--- config.mk ---
export PLATFORM = sky130hd
export DESIGN_NAME = ueirq_top
export DESIGN_NICKNAME = d
export VERILOG_FILES = /design/src/ueirq_top.v
export VERILOG_INCLUDE_DIRS = /design/src /design/src/shared
export SDC_FILE = /design/constraint.sdc
export NUM_CORES = 1
export LEC_CHECK = 0
export ABC_AREA = 1
export BUFFER_PORTS_ARGS = -buffer_cell sky130_fd_sc_hd__buf_4
export CAP_MARGIN = 20
export CORE_MARGIN = 5
export CORE_UTILIZATION = 35
export DETAILED_ROUTE_END_ITERATION = 8
export HOLD_SLACK_MARGIN = 0.08
export PLACE_DENSITY_LB_ADDON = 0.08
export SLEW_MARGIN = 5
export SYNTH_ARGS = -nofsm -noshare
export SYNTH_HDL_FRONTEND = slang
export SYNTH_SLANG_ARGS = --single-unit
--- constraint.sdc ---
create_clock -name mclk -period 4.4 [get_ports mclk]
set_input_delay 0.22 -clock mclk [delete_from_list [all_inputs] [get_ports mclk]]
set_output_delay 0.22 -clock mclk [all_outputs]
set_load 0.01 [all_outputs]
--- src/shared/ueirq_regs.vh ---
`ifndef UEIRQ_REGS_VH
`define UEIRQ_REGS_VH
`define UEIRQ_OFS_OUT_EN      12'h814
`define UEIRQ_OFS_SUMMARY     12'h818
`define UEIRQ_OFS_EP_MASK     12'h81c
`define UEIRQ_OFS_DISCHARGE   12'h828
`define UEIRQ_OFS_PULSE       12'h82c
`define UEIRQ_OFS_SRP_CTRL    12'h830
`define UEIRQ_OFS_IRQ_STAT    12'h834
`define UEIRQ_OFS_IRQ_CLR     12'h838
`define UEIRQ_OFS_IRQ_EN      12'h83c
`define UEIRQ_BIT_XFER_DONE   0
`define UEIRQ_BIT_EP_OFF      1
`define UEIRQ_BIT_SETUP_DONE  3
`define UEIRQ_BIT_RX_OVERRUN  4
`define UEIRQ_BIT_B2B_SETUP   6
`define UEIRQ_OUT_EN_MASK     32'h0000005b
`define UEIRQ_OUT_LSB         16
`define UEIRQ_EP_MASK_MASK    32'h000f000f
`define UEIRQ_RST_OUT_EN      32'h00000000
`define UEIRQ_RST_EP_MASK     32'h00000000
`define UEIRQ_RST_DISCHARGE   16'h17d7
`define UEIRQ_RST_PULSE       12'h5b8
`define UEIRQ_UNIT_CYCLES     1024
`define UEIRQ_IRQ_BITS        4
`define UEIRQ_IRQ_SRP_DONE    0
`define UEIRQ_IRQ_GLOBAL_OUT  1
`define UEIRQ_IRQ_GLOBAL_IN   2
`define UEIRQ_IRQ_OVERRUN     3
`endif

--- src/ueirq_top.v ---
// How it works
// - out endpoint flags reach summary only when common enable bit set
// - enable bit 6 gates back-to-back setup, control endpoint 0 only
// - enable bit 4 gates rx fifo overrun on out endpoints
// - enable bit 3 gates setup done, control endpoint 0 only
// - enable bit 1 gates endpoint disabled on out endpoints
// - enable bit 0 gates transfer done on out endpoints
// - summary bit set whenever an enabled endpoint event fires
// - out endpoint summary bits at 19:16, endpoint 0 at 16
// - in endpoint summary bits at 3:0, endpoint 0 at 0
// - global out/in flags raised only by endpoints with mask bit set
// - out endpoint mask bits at 19:16, endpoint 0 at 16
// - in endpoint mask bits at 3:0, endpoint 0 at 0
// - vbus discharge lasts 1024 times discharge field clock periods
// - vbus pulse lasts 1024 times pulse field clock periods
`timescale 1ns/1ps
`include "ueirq_regs.vh"
module ueirq_top #(
   parameter EP_COUNT   = 4,
   parameter UNIT_CYCLES = `UEIRQ_UNIT_CYCLES
) (
   // clock and reset
   input  wire        mclk,
   input  wire        resetn,
   // register port
   input  wire [11:0] reg_addr,
   input  wire [31:0] reg_wdata,
   input  wire        reg_wr,
   input  wire        reg_rd,
   output reg  [31:0] reg_rdata,
   // endpoint flag levels from the endpoint flag registers
   input  wire [EP_COUNT*7-1:0] out_ep_flags,
   input  wire [EP_COUNT-1:0]   in_ep_event,
   // session request sequencing
   output reg         vbus_pulse,
   output reg         vbus_discharge,
   // global flags and interrupt
   output reg         global_out_endpoint_flag,
   output reg         global_in_endpoint_flag,
   output reg         irq
);

   localparam ST_IDLE  = 2'd0;
   localparam ST_PULSE = 2'd1;
   localparam ST_DISCH = 2'd2;

   reg  [31:0]         out_en;
   reg  [31:0]         ep_mask;
   reg  [15:0]         vbus_discharge_field;
   reg  [11:0]         vbus_pulse_field;
   reg  [EP_COUNT-1:0] out_sum;
   reg  [EP_COUNT-1:0] in_sum;
   reg  [1:0]          state;
   reg  [9:0]          unit_cnt;
   reg  [15:0]         unit_left;
   reg  [`UEIRQ_IRQ_BITS-1:0] irq_stat;
   reg  [`UEIRQ_IRQ_BITS-1:0] irq_en;
   wire [EP_COUNT-1:0] out_hit;
   wire [EP_COUNT-1:0] ovr_hit;
   wire [EP_COUNT-1:0] out_sum_en;
   wire [EP_COUNT-1:0] in_sum_en;
   wire                unit_tick;
   wire                srp_start;
   wire                srp_done;
   wire [`UEIRQ_IRQ_BITS-1:0] irq_set;
   wire [`UEIRQ_IRQ_BITS-1:0] irq_clr;

   // common enable applied per endpoint; setup events only on control ep 0
   function endpoint_hit;
      input [6:0]  flags;
      input [31:0] en;
      input        is_ctrl;
      begin
         endpoint_hit = (flags[`UEIRQ_BIT_XFER_DONE]  & en[`UEIRQ_BIT_XFER_DONE])
                      | (flags[`UEIRQ_BIT_EP_OFF]     & en[`UEIRQ_BIT_EP_OFF])
                      | (flags[`UEIRQ_BIT_RX_OVERRUN] & en[`UEIRQ_BIT_RX_OVERRUN])
                      | (is_ctrl & flags[`UEIRQ_BIT_SETUP_DONE]
                                 & en[`UEIRQ_BIT_SETUP_DONE])
                      | (is_ctrl & flags[`UEIRQ_BIT_B2B_SETUP]
                                 & en[`UEIRQ_BIT_B2B_SETUP]);
      end
   endfunction

   genvar g;
   generate
      for (g = 0; g < EP_COUNT; g = g + 1) begin : g_ep
         assign out_hit[g] = endpoint_hit(out_ep_flags[g*7 +: 7], out_en, g == 0);
         assign ovr_hit[g] = out_ep_flags[g*7 + `UEIRQ_BIT_RX_OVERRUN]
                           & out_en[`UEIRQ_BIT_RX_OVERRUN];
      end
   endgenerate

   // summary is a registered copy of the level, so it clears itself
   always @(posedge mclk or negedge resetn) begin
      if (!resetn) begin
         out_sum <= {EP_COUNT{1'b0}};
         in_sum  <= {EP_COUNT{1'b0}};
      end else begin
         out_sum <= out_hit;
         in_sum  <= in_ep_event;
      end
   end

   assign out_sum_en = out_sum & ep_mask[`UEIRQ_OUT_LSB +: EP_COUNT];
   assign in_sum_en  = in_sum & ep_mask[EP_COUNT-1:0];

   always @(posedge mclk or negedge resetn) begin
      if (!resetn) begin
         global_out_endpoint_flag <= 1'b0;
         global_in_endpoint_flag  <= 1'b0;
      end else begin
         global_out_endpoint_flag <= |out_sum_en;
         global_in_endpoint_flag  <= |in_sum_en;
      end
   end

   // session request: pulse then discharge, both in 1024-cycle units
   assign unit_tick = ({22'h000000, unit_cnt} == UNIT_CYCLES - 1);
   assign srp_start = reg_wr && reg_addr == `UEIRQ_OFS_SRP_CTRL && reg_wdata[0];
   // a zero discharge skips that phase, so done is reported at the end of the pulse
   assign srp_done  = unit_tick && unit_left <= 16'h0001
                      && (state == ST_DISCH
                          || (state == ST_PULSE && vbus_discharge_field == 16'h0000));

   always @(posedge mclk or negedge resetn) begin
      if (!resetn) begin
         state          <= ST_IDLE;
         unit_cnt       <= 10'h000;
         unit_left      <= 16'h0000;
         vbus_pulse     <= 1'b0;
         vbus_discharge <= 1'b0;
      end else begin
         unit_cnt <= (state == ST_IDLE || unit_tick) ? 10'h000 : unit_cnt + 10'h001;
         case (state)
            ST_IDLE: begin
               if (srp_start && vbus_pulse_field != 12'h000) begin
                  state      <= ST_PULSE;
                  unit_left  <= {4'h0, vbus_pulse_field};
                  vbus_pulse <= 1'b1;
               end
            end
            ST_PULSE: begin
               if (unit_tick) begin
                  unit_left <= unit_left - 16'h0001;
                  if (unit_left == 16'h0001) begin
                     vbus_pulse <= 1'b0;
                     unit_left  <= vbus_discharge_field;
                     if (vbus_discharge_field == 16'h0000) begin
                        state <= ST_IDLE;
                     end else begin
                        state          <= ST_DISCH;
                        vbus_discharge <= 1'b1;
                     end
                  end
               end
            end
            ST_DISCH: begin
               if (unit_tick) begin
                  unit_left <= unit_left - 16'h0001;
                  if (unit_left == 16'h0001) begin
                     state          <= ST_IDLE;
                     vbus_discharge <= 1'b0;
                  end
               end
            end
            default: begin
               state <= ST_IDLE;
            end
         endcase
      end
   end

   // register writes; reserved bits forced to zero
   always @(posedge mclk or negedge resetn) begin
      if (!resetn) begin
         out_en               <= `UEIRQ_RST_OUT_EN;
         ep_mask              <= `UEIRQ_RST_EP_MASK;
         vbus_discharge_field <= `UEIRQ_RST_DISCHARGE;
         vbus_pulse_field     <= `UEIRQ_RST_PULSE;
         irq_en               <= {`UEIRQ_IRQ_BITS{1'b0}};
      end else if (reg_wr) begin
         case (reg_addr)
            `UEIRQ_OFS_OUT_EN:    out_en  <= reg_wdata & `UEIRQ_OUT_EN_MASK;
            `UEIRQ_OFS_EP_MASK:   ep_mask <= reg_wdata & `UEIRQ_EP_MASK_MASK;
            `UEIRQ_OFS_DISCHARGE: vbus_discharge_field <= reg_wdata[15:0];
            `UEIRQ_OFS_PULSE:     vbus_pulse_field <= reg_wdata[11:0];
            `UEIRQ_OFS_IRQ_EN:    irq_en <= reg_wdata[`UEIRQ_IRQ_BITS-1:0];
            default: begin
            end
         endcase
      end
   end

   // sticky status; a set in the clear cycle wins
   assign irq_set = {|(ovr_hit & ~out_sum), |in_sum_en & ~global_in_endpoint_flag,
                     |out_sum_en & ~global_out_endpoint_flag, srp_done};
   assign irq_clr = (reg_wr && reg_addr == `UEIRQ_OFS_IRQ_CLR) ?
                    reg_wdata[`UEIRQ_IRQ_BITS-1:0] : {`UEIRQ_IRQ_BITS{1'b0}};

   always @(posedge mclk or negedge resetn) begin
      if (!resetn) begin
         irq_stat <= {`UEIRQ_IRQ_BITS{1'b0}};
         irq      <= 1'b0;
      end else begin
         irq_stat <= (irq_stat & ~irq_clr) | irq_set;
         irq      <= |(((irq_stat & ~irq_clr) | irq_set) & irq_en);
      end
   end

   // read data one cycle after the strobe, zero otherwise
   always @(posedge mclk or negedge resetn) begin
      if (!resetn) begin
         reg_rdata <= 32'h00000000;
      end else if (reg_rd) begin
         case (reg_addr)
            `UEIRQ_OFS_OUT_EN:    reg_rdata <= out_en;
            `UEIRQ_OFS_SUMMARY:   reg_rdata <= {12'h000, out_sum, 12'h000, in_sum};
            `UEIRQ_OFS_EP_MASK:   reg_rdata <= ep_mask;
            `UEIRQ_OFS_DISCHARGE: reg_rdata <= {16'h0000, vbus_discharge_field};
            `UEIRQ_OFS_PULSE:     reg_rdata <= {20'h00000, vbus_pulse_field};
            `UEIRQ_OFS_SRP_CTRL:  reg_rdata <= {30'h0, vbus_discharge, vbus_pulse};
            `UEIRQ_OFS_IRQ_STAT:  reg_rdata <= {28'h0000000, irq_stat};
            `UEIRQ_OFS_IRQ_EN:    reg_rdata <= {28'h0000000, irq_en};
            default:              reg_rdata <= 32'h00000000;
         endcase
      end else begin
         reg_rdata <= 32'h00000000;
      end
   end

endmodule // ueirq_top

==> summary.md, run 1 <==
| Metric | Value |
|---|---|
| Endpoints failing hold | 0 |
| Post-synth top cells | nand2_1, dfrtp_1, inv_1, nor2_1, nand3_1 |
| Synth warnings | 0 |
| Power Density | 439.4 nW/um^2 |
| Antenna violations before repair | 0 |
| Final wirelength | 16.67 mm |
| Final Net Count | 964 |
| Synth Flop Type | dfrtp_1 |
| Fraction of registers with async set/reset | 100.0% |
| CP startpoint kind | register |
| Hold-fix buffer count after cts | 10 |
| IR drop worst, VDD | 185.5 uV |
| Relative slew margins | 49.83% |
| CTS tree | built |
| Outcome | finished, final reports clean |
| Std-Cell Rows | 48 |
| Min Tclk post-route | 2090 ps |
| Worst path required time | 4700 ps |
| Setup TNS | 0 ps |
| Min-delay worst type | input port to register |
| CTS Root Cell | clkbuf_16 |
| FMAX | 478.4 MHz |
| P_leak | 3.637 nW |
| Mapped Avg Cell Area | 7.727 sq um |
| Setup Buffers After CTS | 0 |
| RSZ-0062 raised after global routing | no |
| Synthesized flop and latch total | 110 |
| H-tree levels | 3 |
| RePlAce Congestion | 0.8753 |
| Main area contributors after synthesis | dfrtp_1, nand2_1, dfstp_2 |
| Detailed-route vias per instance | 4.757 |
| Initial core utilization | 35.54% |
| Cell repeated most along the worst path | nand2_1 |
| Mapped Area | 6105 sq um |
| DRC Markers | 0 |
| Layout area overhead | 18.96% |
| Buffer depth of the longest clock path | 2 |
| CP cell instances | inv_1 -> ha_1 -> inv_1 -> nor2_2 -> nand2_1 -> nand2_1 -> nand2_1 -> nand2_1 |
| Crit Path Max Fanout | 16 |
| Ports | 117 |
| Largest net degree at the start of global routing | 48 |
| TritonCTS Sinks | 110 |
| Crit-path max cell delay | 640 ps |
| Antenna Nets Post-Route | 0 |
| Via Count | 5266 |
| First-pass GRT wire length | 27.72 mm |
| Mapped Cells | 790 |
| Unique masters post-synth | 45 |
| Total global-route track usage | 17.13% |
| Die height | 142.1 um |
| Slew of the pin with the lowest slew margin | 752.5 ps |
| Yosys top cell by area | dfrtp_1 |
| Fin util | 42.28% |
| CTS Buf Count | 9 |
| Vias in the first global route | 5356 |
| Crit path max-delay cell type | ha_1 |
| Skew final | 11.90 ps |
| Power, Total | 0.003191 W |
| Crit end category | register |
| Max layer used | met4 |
| Clock Latency Late Sink | 360 ps |
| Layout cells sized above 1 | 18.93% |
| Placeable Area | 17180 sq um |
| ANT cells | 0 |
| DR WL met2 | 8.047 mm |
| Number of synthesized flops with an enable pin | 0 |
| Final HPWL DP | 12.58 mm |
| Clock Pin Slew Worst Setup and Hold Paths | 80 ps |
| DIE AREA | 20180 sq um |
| Chip width | 142.1 um |
| Post-CTS Resized | 0 |
| Drt wl/cell | 15.06 um |
| Max-slew violations | 0 |
| Endpoints failing setup | 0 |
| Most common cell in the synthesized netlist | nand2_1 |
| CP arrival | 2390 ps |
| Max Cap Viol | 0 |
| Yosys top cell area share | 38.53% |
| Worst Setup Path Type | register to register |
| Register area share after synthesis | 45.42% |
| Drt first pass iters | 5 |
| Routed wl met3 | 570 um |
| Period Utilization, post-route | 47.50% |
| Remaining Overflow, GRT | 0 |
| DRT met1 WL | 7.888 mm |
| I/O Buffers | 78 |
| DRT iter0 DRCs | 382 |
## critical path, delay by kind of cell, from the launching register on
family / cells / cell delay (ps)
DFF: 1 / 420
and+or+nand+nor: 5 / 650
buffers and inverters: 2 / 310
adders and majority gates: 1 / 640
## state kept, by name (all words and copies together), names as in the netlist, 5 cells and up
signal	cells
unit_left	16
reg_rdata	20
vbus_discharge_field	16
vbus_pulse_field	12
ep_mask	8
out_en	5
unit_cnt	10
## layout by cell type (no fill, tap or decap), types with 12 or more instances in the layout
master   count
buf_4       80
nand2_1    245
nor2_1      79
a21oi_1     12
dfstp_2     16
nand3_1     66
o21ai_0     52
inv_1       86
conb_1      12
dfrtp_1     94
## report_power, final
part | switching, W | leakage, nW | internal (W)
clock network | 0.000405 | 0.153 | 0.000468
registers | 0.0000920 | 1.42 | 0.00109
logic | 0.000749 | 2.06 | 0.000385
total | 0.00125 | 3.64 | 0.00195
## routing by layer
metal | up-vias | global-route usage, %
li1 | 2657 | -
met1 | 2490 | 23.75
met2 | 108 | 28.52
met3 | 11 | 2.285
met4 | 0 | 4.141
met5 | - | 0
## area by class of cell
| class | count | area (sq um) |
|---|---|---|
| Fill cell | 1815 | 9915 |
| Multi-Input combinational cell | 577 | 2853 |
| Sequential cell | 110 | 2773 |
| Timing Repair Buffer | 90 | 700.7 |
| Inverter | 89 | 337.8 |
| Tap cell | 225 | 281.5 |
| Clock buffer | 10 | 239.0 |
| Clock inverter | 6 | 77.57 |
## final timing paths
check / to / slack, ps / depth (start not counted) / startpoint
min: out_sum[1] / 90 / 3 / out_ep_flags[7]
max in group asynchronous: vbus_discharge_field[6] / 2980 / 3 / resetn
min reg2reg: vbus_discharge_field[0] / 490 / 2 / vbus_discharge_field[0]
max: unit_left[15] / 2310 / 8 / state[1]
min in group asynchronous: unit_cnt[2] / 410 / 2 / resetn
max reg2reg: unit_left[15] / 2310 / 8 / state[1]
## logic make-up after synthesis
kind of cell | synth area share, %
flip-flops | 45.42
multiplexers | 0.9223
buffers and inverters | 8.526
adder cells (fa/ha/maj) | 1.435
AO/OA/AOI/OAI | 7.953
AND/OR/NAND/NOR | 34.39
other | 0.06143
XOR/XNOR | 1.291
## through the flow
step / hold WS (ps) / instance area [sq um] / worst slack, ps / std cells
after floorplan: -75.59 / 6146 / 2730 / 801
after global placement: 276.8 / 6845 / 2358 / 1081
after detailed placement: 282.0 / 6845 / 2315 / 1081
after CTS: 80.81 / 7262 / 2307 / 1107
after global routing: 83.22 / 7262 / 2142 / 1107
final: 85.35 / 7262 / 2310 / 1107
No activity file was read; power rests on OpenSTA's default activity.
==> inputs of run 2 (changes only) <==
==> constraint.sdc (replaced) <==
create_clock -name mclk -period 1.75 [get_ports mclk]
set_input_delay 0.0875 -clock mclk [delete_from_list [all_inputs] [get_ports mclk]]
set_output_delay 0.0875 -clock mclk [all_outputs]
set_load 0.01 [all_outputs]
==> run 2 against run 1 <==
  * Die area unchanged
  * Via count up 5.0%
  * Sequential share of layout area down 4.0 points
  * Utilization up 5.0 points
  * Setup slack worse by 2200 ps
  * Total power rose to 2.9 times the previous value
  * Critical path type unchanged
  * Highest routed layer unchanged
  * Critical path depth up 2
  * Worst hold slack better by 10 ps
==> summary.md, run 2 (synthesized netlist as in run 1, its figures left out) <==
| Metric | Value |
|---|---|
| CTS tree | built |
| Skew final | 9.709 ps (-2.196 ps) |
| Min-delay worst type | input port to register |
| Placed insts | 1119 (+3.5%) |
| Gr busiest metal | met2 |
| Endpoints failing hold | 0 (unchanged) |
| DIE AREA | 20180 sq um (unchanged) |
| Worst reg2reg path depth | 10 (+2) |
| Cell repeated most along the worst path | nand2_1 |
| Worst Setup Path Type | register to register |
| Worst path required time | 2040 ps (-2660 ps) |
| Std-Cell Rows | 48 (unchanged) |
| Total global-route track usage | 17.55% (+0.42 points) |
| Power, Total | 0.009172 W (+190%) |
| Largest net degree at the start of global routing | 34 (-29%) |
| DRC Markers | 0 (unchanged) |
| Critical register-to-register path endpoint | unit_left[2] |
| Max Cap Viol | 0 (unchanged) |
| Ports | 117 (unchanged) |
| DRT iter0 DRCs | 445 (+16%) |
| RSZ-0062 raised after global routing | yes |
| Grt met2 use | 28.22% (-0.30 points) |
| Regs by FF count | reg_rdata: 20 flops, unit_left: 16 flops, vbus_discharge_field: 16 flops |
| Layout cells sized above 1 | 25.76% (+6.8 points) |
| P_leak | 4.050 nW (+11%) |
| Filler cells | 1743 (-4.0%) |
| Commonest non-fill, non-tap cell in the layout | nand2_1 |
| Endpoints failing setup | 0 (unchanged) |
| Initial core utilization | 35.54% (unchanged) |
| Placed inst area | 7168 sq um (+4.7%) |
| Chip width | 142.1 um (unchanged) |
| Power Density | 1130 nW/um^2 (+160%) |
| Crit-path max cell delay | 420 ps (-220 ps) |
| Buf/Inv on CP | 2 (unchanged) |
| Critical hold path startpoint | reg_wdata[2] |
| Multi-input gate area | 3007 sq um (+5.4%) |
| First-pass GRT wire length | 28.28 mm (+2.0%) |
| Worst reg2reg setup slack | 90 ps (-2220 ps) |
| Min Tclk post-route | 1661 ps (-429.3 ps) |
| Clock Pin Slew Worst Setup and Hold Paths | 80 ps (about the same) |
| FMAX | 602.1 MHz (+26%) |
| TritonCTS Sinks | 110 (unchanged) |
| Register with the most flip-flops | reg_rdata |
| Worst Hold Depth | 4 (+1) |
| CP arrival | 1950 ps (-440 ps) |
| Hold Path End | irq_stat[2] |
| Most frequent cells in the layout | nand2_1, buf_4, dfrtp_1 |
| Outcome | finished, final reports clean |
| CTS Root Cell | clkbuf_16 |
| Buffer depth of the longest clock path | 2 (unchanged) |
| Via Count | 5528 (+5.0%) |
| CP cell instances | inv_1 -> ha_1 -> buf_4 -> xnor2_2 -> or2_2 -> nand2_1 -> nand2_1 -> nand2_1 -> nand2_1 -> nand2_1 |
| Worst r2r src | unit_left[0] |
| Vias in the first global route | 5452 (+1.8%) |
| Die height | 142.1 um (unchanged) |
| Final Net Count | 1041 (+8.0%) |
| Remaining Overflow, GRT | 0 (unchanged) |
| M3 GR Usage | 2.184% (-0.10 points) |
| Met1 Usage GRT | 24.96% (+1.2 points) |
| Filler-free cell count of the finished design | 1184 (+7.0%) |
| Post-layout instance area | 8120 sq um (+12%) |
| Seq. cell area | 2774 sq um (about the same) |
| Clock Latency Late Sink | 360 ps (about the same) |
| Crit end category | register |
| CTS Buf Count | 9 (unchanged) |
| Final wirelength | 17.43 mm (+4.6%) |
| I/O Buffers | 78 (unchanged) |
| Antenna Nets Post-Route | 0 (unchanged) |
| Layout area overhead | 33.02% |
| Placeable Area | 17180 sq um (unchanged) |
| Antenna violations before repair | 0 (unchanged) |
| Detailed-route vias per instance | 4.669 (-1.9%) |
| Period Utilization, post-route | 94.90% (+47 points) |
| IR drop worst, VDD | 677.1 uV (+270%) |
| Max-slew violations | 0 (unchanged) |
| ANT cells | 0 (unchanged) |
| Drt wl/cell | 14.72 um (-2.2%) |
| Final HPWL DP | 13.02 mm (+3.4%) |
| Drt first pass iters | 5 (unchanged) |
| RePlAce Congestion | 0.8658 (-1.1%) |
| Crit Path Max Fanout | 4 (-12) |
| Crit path max-delay cell type | dfrtp_2 |
| H-tree levels | 3 (unchanged) |
| Largest register FFs | 20 (unchanged) |
| Cell family with most CP delay | simple AND/OR/NAND/NOR gates |
| CP startpoint kind | register |
[run 2: changes by cell type in the layout (fill, tap and decap cells not counted), sizes merged]
cell / delta
clkinv: -2
inv: +2
bufinv: +1
dlygate4sd3: +24
clkinvlp: -1
buf: +52
nor2: +1
[run 2: how the worst max path moves through the flow]
stage,cells past startpoint,endpoint,start
floorplan,9,unit_left[9],unit_cnt[0]
CTS,10,unit_left[6],unit_cnt[0]
global route,12,unit_left[2],unit_left[4]
finish,10,unit_left[2],unit_left[0]
global placement,10,unit_left[12],unit_cnt[0]
detailed placement,10,unit_left[12],unit_cnt[0]
[run 2: worst reg2reg max path, cell delays in order (launching register included)]
cell	delay [ps]
dfrtp_2	420
inv_1	80
ha_1	210
buf_4	150
xnor2_2	150
or2_2	290
nand2_1	70
nand2_1	40
nand2_1	70
nand2_1	70
nand2_1	60
[run 2: per-layer routing]
layer	wire [um]	part of all wire, %
met5	0	0
met3	585	3.4
met1	8269	47
met2	8322	48
met4	253	1.5
[run 2: final cells by class]
| class | instances | share of cell area [%] |
|---|---|---|
| clock buffer | 10 | 2.820 |
| multi-input combinational | 578 | 37.03 |
| inverter | 89 | 4.160 |
| timing repair buffer | 166 | 17.13 |
| clock inverter | 6 | 1.233 |
| tap | 225 | 3.467 |
| sequential | 110 | 34.16 |
[run 2: through the flow]
stage / utilization, % / hold slack [ps] / setup slack [ps] / setup TNS, ps
after floorplan: - / -208.1 / 80.29 / 0
after global placement: 41.73 / -25.44 / 40.94 / 0
after detailed placement: 41.73 / -23.98 / 0.5482 / 0
after CTS: 45.88 / 93.11 / 28.98 / 0
after global routing: 47.28 / 109.5 / -23.41 / -57.12
final: 47.28 / 95.38 / 89.18 / 0
[run 2: what timing repair did]
item / in CTS / in global routing
gates cloned: 0 / 1
endpoints found under the hold margin: 132 / 0
hold buffers: 34 / 0
resized for setup: 2 / 44
setup endpoints to repair: 5 / 21
pin swaps: 1 / 11
buffers inserted: 5 / 9
[run 2: power by group]
part           total, W  switching [W]  internal, W
combinational   0.00387        0.00224      0.00163
clock           0.00234        0.00105      0.00129
sequential      0.00297       0.000218      0.00275
total           0.00917        0.00351      0.00566
==> inputs of run 3 (changes only) <==
--- a/config.mk
+++ b/config.mk
@@ -12,6 +12,7 @@
 export CORE_MARGIN = 5
 export CORE_UTILIZATION = 35
 export DETAILED_ROUTE_END_ITERATION = 8
+export GPL_TIMING_DRIVEN = 0
 export HOLD_SLACK_MARGIN = 0.08
 export PLACE_DENSITY_LB_ADDON = 0.08
 export SLEW_MARGIN = 5
==> run 3 against run 2 <==
  * Flip-flop and latch count did not move
  * Global-route usage up 0.35 points
  * Combinational power grew 5%
  * Sequential share of layout area decreased by 0.12 points
  * Register-to-register slack got worse by 30 ps
  * Non-clock buffer count fell by 8
  * Utilization up 0.29 points
  * Die area unchanged
  * Maximum frequency shrank 2.0%
  * Final cell count is 0.51% lower
==> summary.md, run 3 (synthesized netlist as in run 1, its figures left out) <==
| Metric | Value |
|---|---|
| Outcome | finished, final reports clean |
| Vias in the first global route | 5490 (+0.70%) |
| Layout cells sized above 1 | 27.70% (+1.9 points) |
| Clock Pin Slew Worst Setup and Hold Paths | 70 ps (about the same) |
| Clock Latency Late Sink | 360 ps (about the same) |
| IR drop worst, VDD | 700.8 uV (+3.5%) |
| Buffer depth of the longest clock path | 2 (unchanged) |
| Skew final | 12.15 ps (+2.444 ps) |
| Antenna violations before repair | 0 (unchanged) |
| DIE AREA | 20180 sq um (unchanged) |
| Crit Path Max Fanout | 5 (+1) |
| Register with the most flip-flops | reg_rdata |
| CTS Root Cell | clkbuf_16 |
| Slew of the pin with the lowest slew margin | 511.6 ps |
| Total global-route track usage | 17.90% (+0.35 points) |
| Crit-path max cell delay | 410 ps (about the same) |
| TritonCTS Sinks | 110 (unchanged) |
| Worst Setup Path Type | register to register |
| Regs by FF count | reg_rdata: 20 flops, unit_left: 16 flops, vbus_discharge_field: 16 flops |
| Relative slew margins | 65.78% |
| Remaining Overflow, GRT | 0 (unchanged) |
| Cell repeated most along the worst path | nand2_4 |
| I/O Buffers | 77 (-1.3%) |
| Max-slew violations | 0 (unchanged) |
| P_leak | 4.031 nW (-0.47%) |
| Placed inst area | 7009 sq um (-2.2%) |
| Min-delay worst type | input port to register |
| Final wirelength | 18.18 mm (+4.3%) |
| Die height | 142.1 um (unchanged) |
| Crit end category | register |
| CTS tree | built |
| Post-layout instance area | 8170 sq um (+0.62%) |
| Min Tclk post-route | 1694 ps (+33.30 ps) |
| CTS Buf Count | 9 (unchanged) |
| RSZ-0062 raised after global routing | yes |
| Final Net Count | 1035 (-0.58%) |
| Placed insts | 1103 (-1.4%) |
| CP cell instances | inv_2 -> ha_4 -> nand2_2 -> nor2_4 -> nand2_4 -> nand2_4 -> nand2_4 -> buf_6 -> nand2_2 -> nand3_2 -> nand3_2 -> nand2_1 |
| Detailed-route vias per instance | 4.767 (+2.1%) |
| Placeable Area | 17180 sq um (unchanged) |
| FMAX | 590.3 MHz (-2.0%) |
| Max Cap Viol | 0 (unchanged) |
| Buf/Inv on CP | 2 (unchanged) |
| CP arrival | 1940 ps (about the same) |
| Antenna Nets Post-Route | 0 (unchanged) |
| Layout area overhead | 33.84% |
| DRC Markers | 0 (unchanged) |
| Commonest non-fill, non-tap cell in the layout | nand2_1 |
| RePlAce Congestion | 0.8969 (+3.6%) |
| Endpoints failing hold | 0 (unchanged) |
| Largest net degree at the start of global routing | 111 (+230%) |
| Worst path required time | 2000 ps (-40 ps) |
| Endpoints failing setup | 0 (unchanged) |
| Drt first pass iters | 7 (+2) |
| ANT cells | 0 (unchanged) |
| Crit path max-delay cell type | dfrtp_1 |
| Power Density | 1140 nW/um^2 (+0.91%) |
| Period Utilization, post-route | 96.81% (+1.9 points) |
| Std-Cell Rows | 48 (unchanged) |
| Drt wl/cell | 15.43 um (+4.8%) |
| Via Count | 5616 (+1.6%) |
| First-pass GRT wire length | 28.69 mm (+1.5%) |
| Chip width | 142.1 um (unchanged) |
| Cell family with most CP delay | simple AND/OR/NAND/NOR gates |
| Ports | 117 (unchanged) |
| Largest register FFs | 20 (unchanged) |
| Filler-free cell count of the finished design | 1178 (-0.51%) |
| CP startpoint kind | register |
| DRT iter0 DRCs | 319 (-28%) |
| Most frequent cells in the layout | nand2_1, buf_4, dfrtp_1 |
| Final HPWL DP | 13.01 mm (about the same) |
| Initial core utilization | 35.54% (unchanged) |
| H-tree levels | 3 (unchanged) |
run 3: cell count changes in the layout (fill, tap and decap cells not counted), sizes merged, moves of 2 or more:
cell,change
buf,-11
dlygate4sd3,-3
clkinv,+2
clkbuf,+6
inv,-2
run 3: cell type report:
class | count | area [sq um]
Sequential cell | 110 | 2781
Clock inverter | 6 | 77.57
Clock buffer | 10 | 239.0
Buffer | 25 | 191.4
Tap cell | 225 | 281.5
Multi-Input combinational cell | 580 | 3134
Timing Repair Buffer | 133 | 1125
Fill cell | 1761 | 9006
Inverter | 89 | 340.3
run 3: final timing paths:
kind                                          from                      end  slack [ps]  cells past startpoint
max reg2reg                           unit_left[1]             unit_left[7]          60                     12
max in group asynchronous                   resetn      vbus_pulse_field[8]         830                      3
min in group asynchronous                   resetn              unit_cnt[0]         170                      2
min                                   reg_wdata[0]              irq_stat[0]          90                      4
min reg2reg                vbus_discharge_field[0]  vbus_discharge_field[0]         490                      2
max                                   unit_left[1]             unit_left[7]          60                     12
run 3: through the flow:
step | utilization, % | total power, W | setup TNS (ps) | hold WS [ps] | setup WS, ps
floorplan | - | 0.005159 | 0 | -208.1 | 80.29
global placement | 40.79 | 0.005928 | -3724 | 198.2 | -253.7
detailed placement | 40.81 | 0.005947 | -4340 | 200.4 | -273.0
CTS | 45.04 | 0.008477 | 0 | 80.27 | 1.546
global route | 47.57 | 0.009907 | -397.2 | 109.0 | -48.50
finish | 47.57 | 0.009313 | 0 | 87.05 | 55.88
run 3: worst min-delay path: cells and delay by family:
family	cells	cell delay, ps
and+or+nand+nor	3	210
buffers and inverters	1	90
run 3: what timing repair did:
item / 4_1_cts / 5_1_grt
pin swaps: 6 / 27
hold buffers: 31 / 0
gates resized for setup: 18 / 65
setup endpoints to repair: 30 / 22
gates cloned: 2 / 3
hold endpoints to repair: 131 / 0
buffers inserted: 6 / 17
run 3: routing by layer:
layer  wire, um  GRT usage [%]  vias to the layer above
met3        672          2.184                       20
met5          0              0                        -
met1       8377          24.58                     2657
li1           -              -                     2809
met4        289          5.707                        0
met2       8843          29.59                      130
run 3: power by group:
group	total, W	internal, W	switching, W
combinational	0.00407	0.00169	0.00238
clock	0.00221	0.00118	0.00103
sequential	0.00304	0.00276	0.000279
